$ cat config.mk
export PLATFORM = sky130hd
export DESIGN_NAME = tsi_core
export DESIGN_NICKNAME = d
export VERILOG_FILES = /design/src/verilog/tsi_pkg.sv /design/src/verilog/tsi_req_flag.sv /design/src/verilog/tsi_core.sv
export VERILOG_INCLUDE_DIRS = /design/src /design/src/verilog
export SDC_FILE = /design/constraint.sdc
export NUM_CORES = 1
export LEC_CHECK = 0
export ABC_CLOCK_PERIOD_IN_PS = 2180
export BUFFER_PORTS_ARGS = -buffer_cell sky130_fd_sc_hd__buf_4
export CORE_MARGIN = 4
export CORE_UTILIZATION = 42
export CTS_CLUSTER_DIAMETER = 50
export DETAILED_ROUTE_END_ITERATION = 10
export PLACE_DENSITY = 0.73
export SYNTH_ARGS = -nofsm -noshare
export SYNTH_HDL_FRONTEND = slang
export SYNTH_SLANG_ARGS = --single-unit
$ cat constraint.sdc
create_clock -name ref_clk_i -period 2.18 [get_ports ref_clk_i]
set_clock_uncertainty 0.15 [all_clocks]
set_input_delay 0.109 -clock ref_clk_i [delete_from_list [all_inputs] [get_ports ref_clk_i]]
set_output_delay 0.109 -clock ref_clk_i [all_outputs]
set_load 0.01 [all_outputs]
$ cat src/verilog/tsi_map.svh
`ifndef TSI_MAP_SVH
`define TSI_MAP_SVH
// ----------------------------------------------------------------
// Vector addresses, enable bit positions, reset values
// ----------------------------------------------------------------
`define TSI_VEC_EXT      10'h010
`define TSI_VEC_TMR      10'h020
`define TSI_VEC_SIO      10'h030
`define TSI_EN_EXT_BIT   0
`define TSI_EN_TMR_BIT   1
`define TSI_EN_SIO_BIT   2
`define TSI_EN_RST       3'h0
`define TSI_FLAG_RST     3'h0
`define TSI_NUM_SRC      3
`endif

$ cat src/verilog/tsi_pkg.sv
package tsi_pkg;
   // Saved processor context, pushed on accept and popped on return
   typedef struct packed {
      logic [9:0] pc;
      logic [3:0] acc;
      logic [3:0] x;
      logic [3:0] xp;
      logic [3:0] yp;
      logic [3:0] page;
      logic [3:0] status;
   } tsi_ctx_t;

   // Sequencer states
   typedef enum logic [3:0] {
      TSI_IDLE   = 4'b0001,
      TSI_SAVE   = 4'b0010,
      TSI_SERVE  = 4'b0100,
      TSI_RESTOR = 4'b1000
   } tsi_state_t;
endpackage

$ cat src/verilog/tsi_req_flag.sv
`timescale 1ns/100ps
// One request flag: set by its event only while enabled, set wins over clear
module tsi_req_flag (
   input  wire logic ref_clk_i,  // Machine clock
   input  wire logic srst_i,     // Sync reset, active high
   input  wire logic enable_i,   // Source enable bit
   input  wire logic event_i,    // One-cycle source event
   input  wire logic clear_i,    // Clear request
   output logic      flag_o      // Pending request
);
   // Flag register
   always_ff @(posedge ref_clk_i) begin
      if (srst_i) begin
         flag_o <= 1'b0;
      end else if (event_i && enable_i) begin
         flag_o <= 1'b1;
      end else if (clear_i) begin
         flag_o <= 1'b0;
      end
   end
endmodule

$ cat src/verilog/tsi_core.sv
`timescale 1ns/100ps
`include "tsi_map.svh"
module tsi_core (
   input  wire logic             ref_clk_i,      // Machine-cycle clock
   input  wire logic             srst_i,         // External reset, active high
   input  wire logic             ctrl_we_i,      // Write to interrupt control register
   input  wire logic [2:0]       ctrl_wdata_i,   // Enables: b0 ext, b1 timer, b2 serial
   input  wire logic             ext_pin_i,      // External interrupt input pin
   input  wire logic             tmr_ovf_i,      // Timer overflow event pulse
   input  wire logic             tmr_start_i,    // Timer start control pulse
   input  wire logic             sio_end_i,      // Serial transfer end event pulse
   input  wire logic             halt_i,         // Halt standby active
   input  wire logic             insn_bound_i,   // Instruction boundary strobe
   input  wire logic             return_from_interrupt_instruction_i,         // Return instruction executed
   input  wire tsi_pkg::tsi_ctx_t cur_ctx_i,     // Live processor context
   input  wire tsi_pkg::tsi_ctx_t stk_ctx_i,     // Context popped from stack
   output logic                  push_o,         // Push context to stack, pulse
   output tsi_pkg::tsi_ctx_t     push_ctx_o,     // Context being pushed
   output logic                  pop_o,          // Pop context from stack, pulse
   output logic                  pc_load_o,      // Load PC, pulse
   output logic [9:0]            pc_val_o,       // New PC value
   output tsi_pkg::tsi_ctx_t     restore_ctx_o,  // Context to restore on return
   output logic                  restore_o,      // Restore registers, pulse
   output logic                  in_service_o,   // Service routine running
   output logic [2:0]            ctrl_rdata_o,   // Enable bits read back
   output logic [2:0]            pending_o       // Request flags
);
   import tsi_pkg::*;

   // ----------------------------------------------------------------
   // Control register and edge detect
   // ----------------------------------------------------------------
   logic       [2:0] enable_q;
   logic             ext_pin_q;
   logic       [2:0] flag;
   logic       [2:0] evt;
   logic       [2:0] clr;
   logic       [1:0] served_q;
   tsi_state_t       state_q;

   // Enable bits steer flag setting
   always_ff @(posedge ref_clk_i) begin
      if (srst_i) begin
         enable_q <= `TSI_EN_RST;
      end else if (ctrl_we_i) begin
         enable_q <= ctrl_wdata_i;
      end
   end

   // Pin history; kept running in standby so an edge there still counts
   always_ff @(posedge ref_clk_i) begin
      if (srst_i) begin
         ext_pin_q <= 1'b0;
      end else begin
         ext_pin_q <= ext_pin_i;
      end
   end

   // Event vector; external edge is latched even in halt
   always_comb begin
      evt    = 3'h0;
      evt[`TSI_EN_EXT_BIT] = ext_pin_i & ~ext_pin_q;
      evt[`TSI_EN_TMR_BIT] = tmr_ovf_i;
      evt[`TSI_EN_SIO_BIT] = sio_end_i;
   end

   // Clears: return clears the served flag; timer start also clears timer flag
   always_comb begin
      clr = 3'h0;
      if (return_from_interrupt_instruction_i && state_q == TSI_SERVE) begin
         // Decoded per source so no code can reach past the three flags
         case (served_q)
            2'h0: clr[`TSI_EN_EXT_BIT] = 1'b1;
            2'h1: clr[`TSI_EN_TMR_BIT] = 1'b1;
            2'h2: clr[`TSI_EN_SIO_BIT] = 1'b1;
            default: clr = 3'h0;
         endcase
      end
      clr[`TSI_EN_TMR_BIT] = clr[`TSI_EN_TMR_BIT] | tmr_start_i;
   end

   // ----------------------------------------------------------------
   // Request flags
   // ----------------------------------------------------------------
   genvar gi;
   generate
      for (gi = 0; gi < `TSI_NUM_SRC; gi = gi + 1) begin : g_flag
         tsi_req_flag u_flag (
            .ref_clk_i (ref_clk_i),
            .srst_i    (srst_i),
            .enable_i  (enable_q[gi]),
            .event_i   (evt[gi]),
            .clear_i   (clr[gi]),
            .flag_o    (flag[gi])
         );
      end
   endgenerate

   // ----------------------------------------------------------------
   // Priority selection
   // ----------------------------------------------------------------
   logic [2:0] live;
   logic       take;
   logic [1:0] pick;
   logic [9:0] vec;

   // Only enabled flags compete; disabling during service masks a pending request but its flag stays set
   assign live = flag & enable_q;
   assign take = (state_q == TSI_IDLE) && insn_bound_i && !halt_i && (live != 3'h0);

   always_comb begin
      pick = 2'h0;
      vec  = `TSI_VEC_EXT;
      if (live[`TSI_EN_EXT_BIT]) begin
         pick = 2'h0;
         vec  = `TSI_VEC_EXT;
      end else if (live[`TSI_EN_TMR_BIT]) begin
         pick = 2'h1;
         vec  = `TSI_VEC_TMR;
      end else if (live[`TSI_EN_SIO_BIT]) begin
         pick = 2'h2;
         vec  = `TSI_VEC_SIO;
      end
   end

   // ----------------------------------------------------------------
   // Service sequencer
   // ----------------------------------------------------------------
   logic [9:0] vec_q;

   // Save takes one cycle, vector load the next; return pops one cycle, restores the next
   always_ff @(posedge ref_clk_i) begin
      if (srst_i) begin
         state_q  <= TSI_IDLE;
         served_q <= 2'h0;
         vec_q    <= 10'h000;
      end else begin
         case (state_q)
            TSI_IDLE: begin
               if (take) begin
                  state_q  <= TSI_SAVE;
                  served_q <= pick;
                  vec_q    <= vec;
               end
            end
            TSI_SAVE: begin
               state_q <= TSI_SERVE;
            end
            TSI_SERVE: begin
               if (return_from_interrupt_instruction_i) begin
                  state_q <= TSI_RESTOR;
               end
            end
            TSI_RESTOR: begin
               state_q <= TSI_IDLE;
            end
            default: begin
               state_q <= TSI_IDLE;
            end
         endcase
      end
   end

   // Stack and PC strobes, all registered
   always_ff @(posedge ref_clk_i) begin
      if (srst_i) begin
         push_o        <= 1'b0;
         push_ctx_o    <= '0;
         pop_o         <= 1'b0;
         pc_load_o     <= 1'b0;
         pc_val_o      <= 10'h000;
         restore_o     <= 1'b0;
         restore_ctx_o <= '0;
      end else begin
         push_o    <= take;
         pop_o     <= (state_q == TSI_SERVE) && return_from_interrupt_instruction_i;
         pc_load_o <= (state_q == TSI_SAVE);
         restore_o <= (state_q == TSI_RESTOR);
         if (take) begin
            push_ctx_o <= cur_ctx_i;
         end
         if (state_q == TSI_SAVE) begin
            pc_val_o <= vec_q;
         end
         if (state_q == TSI_RESTOR) begin
            restore_ctx_o <= stk_ctx_i;
            pc_val_o      <= stk_ctx_i.pc;
         end
      end
   end

   // Status outputs
   always_ff @(posedge ref_clk_i) begin
      if (srst_i) begin
         in_service_o <= 1'b0;
         ctrl_rdata_o <= 3'h0;
         pending_o    <= 3'h0;
      end else begin
         in_service_o <= (state_q != TSI_IDLE) || take;
         ctrl_rdata_o <= enable_q;
         pending_o    <= flag;
      end
   end
endmodule

# After elaboration in Yosys (flattened, before gate mapping)
# Cells that the tools add are included.
dict set report op_classes {
  addsub 0
  n_mul 0
  div_mod_pow 0
  order_cmp 0
  n_eq_ne 9
  shift 0
  n_mux 21
  bitwise 4
  reduce_logical 17
}
# operator n
set op_table {}
lappend op_table {{two-way mux 10 bit} 2}
lappend op_table {{two-way mux 6 bit} 3}
lappend op_table {{one-hot mux 4 bit (3 select lines)} 1}
lappend op_table {{two-way mux 1 bit} 9}
lappend op_table {{two-way mux 4 bit} 2}
lappend op_table {{nonzero test 2 bit} 4}
lappend op_table {{logical AND 1 bit} 7}
lappend op_table {{two-way mux 2 bit} 3}
lappend op_table {{== test 4 x 1 -> 1 bit (second input constant)} 1}
lappend op_table {{== test 4 x 2 -> 1 bit (second input constant)} 1}
lappend op_table {{== test 4 x 3 -> 1 bit (second input constant)} 1}
lappend op_table {{== test 4 bit (second input constant)} 1}
lappend op_table {{!= test 2 bit (second input constant)} 2}
lappend op_table {{!= test 4 x 1 -> 1 bit (second input constant)} 1}
lappend op_table {{AND reduction 2 bit} 2}
lappend op_table {{AND 3 bit} 1}
lappend op_table {{two-way mux 3 bit} 1}
lappend op_table {{nonzero test 3 bit} 1}
lappend op_table {{== test 2 x 1 -> 1 bit (second input constant)} 1}
lappend op_table {{== test 2 bit (second input constant)} 1}
lappend op_table {{logical NOT 2 bit} 1}
lappend op_table {{AND 1 bit} 1}
lappend op_table {{logical NOT 1 bit} 1}
lappend op_table {{logical OR 1 bit} 1}
lappend op_table {{other kinds (2)} 2}
dict set report word_totals {
  regBits 112
  latch_bits 0
  ram_bits 0
  mem_bits_ro 0
  output_inout_bits 89
  wordCells 81
  mem_count 0
}

# Longest topological paths before layout
dict set report logic_depth {
  ltp_word 6
  ltp_mapped 7
  depth_no_buf 3
}

# Hierarchy
# A second synthesis with hierarchy kept.
dict set report hier_totals {
  cells_unflattened 438
  area_unflattened_um2 3906.2
}
# module n_inst cells_per_inst area_each_um2 seq_area_each_um2
set modules_own_cells {}
lappend modules_own_cells {tsi_core 1 426 3789.9 2021.9}
lappend modules_own_cells {tsi_req_flag 3 4 38.8 20.0}

# Least setup slack after synthesis
# No wires, ideal clock.
dict set report synth_path {
  path_type {reg-to-reg}
  startpoint {register state_q[3]}
  endpoint {register state_q[0]}
  setup_time_ns 0.124
  arrival_ns 1.811
  required_ns 1.906
  setup_slack_ns 0.095
  stages_incl_launch_ff 6
  path_cell_list {dfxtp_1 > buf_6 > or4b_4 > buf_6 > or3_4 > a2111o_1}
}
dict set report synth_between {
  elab_chain_cells 6
  word_cells_on_any_way 10
}
# element line
set synth_rtl {}
lappend synth_rtl {{start, declared} tsi_core.sv:39} ;# tsi_state_t state_q;
lappend synth_rtl {{start signal, assigned} tsi_core.sv:134} ;# state_q <= TSI_IDLE;
lappend synth_rtl {{start signal, assigned} tsi_core.sv:141} ;# state_q <= TSI_SAVE;
lappend synth_rtl {{start signal, assigned} tsi_core.sv:147} ;# state_q <= TSI_SERVE;
lappend synth_rtl {{== test 4 x 1 -> 1 bit} {tsi_core.sv:109, tsi_core.sv:138}}
lappend synth_rtl {{logical AND 1 bit (3 in series)} tsi_core.sv:109} ;# assign take = (state_q == TSI_IDLE) && insn_bound_i && !halt_i && (live != 3'h0);
lappend synth_rtl {{!= test 2 bit (no source line)} --}
lappend synth_rtl {{AND reduction 2 bit (no source line)} --}
# Several ways; a longest one is shown, not always the timed one.
# A chain may end at the register's enable or synchronous reset.

# Worst setup path after layout
dict set report layout_path {
  startpoint {register state_q[0]}
  endpoint {register g_flag[1].u_flag.flag_o}
}
dict set report layout_between {
  elab_chain_cells 5
}
# element line
set layout_rtl {}
lappend layout_rtl {{== test 4 x 3 -> 1 bit} tsi_core.sv:70} ;# if (return_from_interrupt_instruction_i && state_q == TSI_SERVE) begin
lappend layout_rtl {{logical AND 1 bit} tsi_core.sv:70}
lappend layout_rtl {{two-way mux 3 bit} tsi_core.sv:70}
lappend layout_rtl {{OR 1 bit} tsi_core.sv:79} ;# clr[`TSI_EN_TMR_BIT] = clr[`TSI_EN_TMR_BIT] | tmr_start_i;
lappend layout_rtl {{nonzero test 2 bit (no source line)} --}
lappend layout_rtl {{end signal, assigned} tsi_req_flag.sv:14} ;# flag_o <= 1'b0;
lappend layout_rtl {{end signal, assigned} tsi_req_flag.sv:16} ;# flag_o <= 1'b1;
lappend layout_rtl {{end signal, assigned} tsi_req_flag.sv:18} ;# flag_o <= 1'b0;
lappend layout_rtl {{end, declared} tsi_req_flag.sv:9} ;# output logic flag_o
# No other way between the ends.

==> flow_metrics.tcl <==
set metrics [dict create \
    cts_made_buffers 9 \
    grt_pass1_vias 4064 \
    critPathSlowestCell "dlygate4sd3_1" \
    wl_per_cell_um 15.2 \
    power_mw 3.50 \
    crit_path_cell_trace "buf_4, nor4b_2, buf_4, nand4b_1, a32o_1, dlygate4sd3_1" \
    max_freq_ghz 0.482 \
    first_iter_violations 117 \
    synth_seq_area_share_pct 54.0 \
    clockBufferDepth 2 \
    synth_edf_count 0 \
    viasPerCell 5.03 \
    required_ps 2290 \
    drive_gt1_share_pct 31.9 \
    cts_root_buffer "clkbuf_8" \
    ys_seq_elements 104 \
    slew_violations 0 \
    outcome "completed" \
    relSlewSlack_pct 70.3 \
    die_area_um2 10800 \
    grt_setup_unrepaired "false" \
    critPathMostFrequentCell "buf_4" \
    finalHoldViolations 0 \
    dp_hpwl_mm 7.50 \
    dr_total_vias 3928 \
    nets 749 \
    setup_viol 0 \
    worstPathMaxFanout 9 \
    fin_crit_sh_pct 95.2 \
    crit_type "reg -> reg" \
    h-tree-depth 3 \
    tns_ps 0 \
    syn-instance-count 429 \
    cts_tree "built" \
    area_growth_pct 62.0 \
    rows 34 \
    holdWs_ps 47.2 \
    synth_top_area_share_pct 54.0 \
    synthTopCellsByArea "dfxtp_1, nand2_1, mux2i_1" \
    end_kind "flop" \
    start_kind "flop" \
    io_pins 170 \
    cp_data_arrival_time_ps 2180 \
    die_h_um 104 \
    stdcell_area_um2 6250 \
    grtUsageTotal_pct 21.8 \
    insertion_delay_ps 360 \
    worstHoldPathType "in -> reg" \
    grt_pass1_wl_mm 19.5 \
    first_pass_iters 4 \
    ys_warn_count 0 \
    synth_flop_cell "dfxtp_1" \
    routed_wl_mm 11.8 \
    dpl_cell_area_um2 5270 \
    final_antenna_net_count 0 \
    antenna_cells 0 \
    synth.distinct_cells 37 \
    port_buffers 169 \
    syn_area_per_cell_um2 8.99 \
    drv_cap 0 \
    grt-ovfl-total 0 \
    p_per_area_nw_per_um2 560 \
    drc 0 \
    initial_core_util_pct 43.6 \
    grt_start_max_net_pins 42 \
    gp_congestion 0.770 \
    syn_area_um2 3860 \
    layout.cells.non_filler 781 \
    dp_cells 688 \
    antenna_found_initial 0 \
    fin_crit_ps 2080 \
    cpPeakStageDelay_ps 550 \
    worst_pin_slew_ps 445 \
    core_area_um2 8850 \
    async_reset_ff_share_pct 0 \
    syn-num-nets 510 \
    synth_largest_area_cell "dfxtp_1" \
    dieWidth_um 104 \
    irDropWorstVdd_uv 347 \
    clock-sinks 104 \
    fill_cells 657 \
    leakagePower_nw 2.63 \
    clkTransAtPathRegs_ps 100 \
]
==> per-layer routing <==
layer  global-route usage [%]  share of wire, %
met5                        0                 0
met4                     11.0               3.9
met3                     5.72               5.7
met2                     39.8                53
met1                     23.0                37
==> path summary, 6_finish.rpt <==
kind / cells after the start / to / slack (ps) / startpoint
max: 6 / g_flag[1].u_flag.flag_o / 100 / state_q[0]
min: 4 / push_ctx_o[11] / 50 / cur_ctx_i[11]
max reg2reg: 6 / g_flag[1].u_flag.flag_o / 100 / state_q[0]
min reg2reg: 2 / restore_ctx_o[30] / 310 / restore_ctx_o[30]
==> cell usage after synthesis, types with 4 or more instances <==
| cell | number |
|---|---|
| nor2b_1 | 9 |
| a31o_2 | 7 |
| o21ai_0 | 10 |
| nor4_1 | 8 |
| nor2_1 | 11 |
| buf_1 | 4 |
| buf_4 | 5 |
| a21oi_1 | 46 |
| nand2b_1 | 8 |
| nand2_1 | 127 |
| mux2i_1 | 31 |
| clkbuf_1 | 22 |
| dfxtp_1 | 104 |
==> critical path, delay by kind of cell, from the launching register on <==
family          cells  cell delay, ps
buf+inv             3             890
flops               1             320
simple gates        2             350
compound gates      1             260
==> logic make-up after synthesis <==
logic type             synth area share (%)
flip-flops                             54.0
multiplexers                           8.05
buffers and inverters                  4.48
AO/OA/AOI/OAI                          12.1
AND/OR/NAND/NOR                        20.7
XOR/XNOR                              0.682
==> flip-flops by register name, indices dropped and copies added (netlist names), 2 cells and up <==
signal                flops
g_flag.u_flag.flag_o      3
pc_val_o                 10
enable_q                  3
restore_ctx_o            34
pending_o                 3
state_q                   4
push_ctx_o               34
ctrl_rdata_o              3
served_q                  2
vec_q                     2
==> report_power, final <==
group          internal [mW]  switching (mW)  total (mW)
Clock                  0.543           0.676        1.22
Sequential              1.91          0.0112        1.92
Combinational          0.226           0.127       0.352
Total                   2.68           0.814        3.50
==> placed cells by master (no fill, tap or decap), types with 2 or more instances in the layout <==
cell and count:
dlygate4sd3_1 77, a31o_2 7, nor4b_1 2, nand4b_1 2, nand2b_1 8, clkbuf_8 9
and3_1 2, buf_4 181, mux2i_1 31, a21oi_1 46, buf_12 3, a311oi_1 3
nor4_1 8, o21ai_0 10, inv_1 3, a32o_1 3, nand2_1 127, nor2b_1 9
clkinvlp_4 2, xor2_1 2, nor2_1 11, dfxtp_1 104, a22o_1 2
==> what timing repair did <==
action,in CTS,in global routing
setup buffers,0,0
hold endpoints to repair,82,0
hold buffers,77,0
gates resized for setup,0,1
endpoints found under the setup margin,0,1
==> cell type report <==
cell class,instances,area [µm²],share of cell area (%)
Sequential cell,104,2080,33.3
Clock inverter,7,78.8,1.26
Inverter,4,15.0,0.240
Multi-Input combinational cell,288,1620,26.0
Tap cell,108,135,2.16
Clock buffer,9,124,1.98
Timing Repair Buffer,261,2190,35.1
==> per-stage QoR <==
stage	util (%)	setup WS [ps]
6_report	70.6	104
5_1_grt	70.6	15.1
4_1_cts	70.5	50.5
3_5_place_dp	59.5	201
3_3_place_gp	59.5	254
2_1_floorplan	-	94.7
No activity file was read; power rests on OpenSTA's default activity.
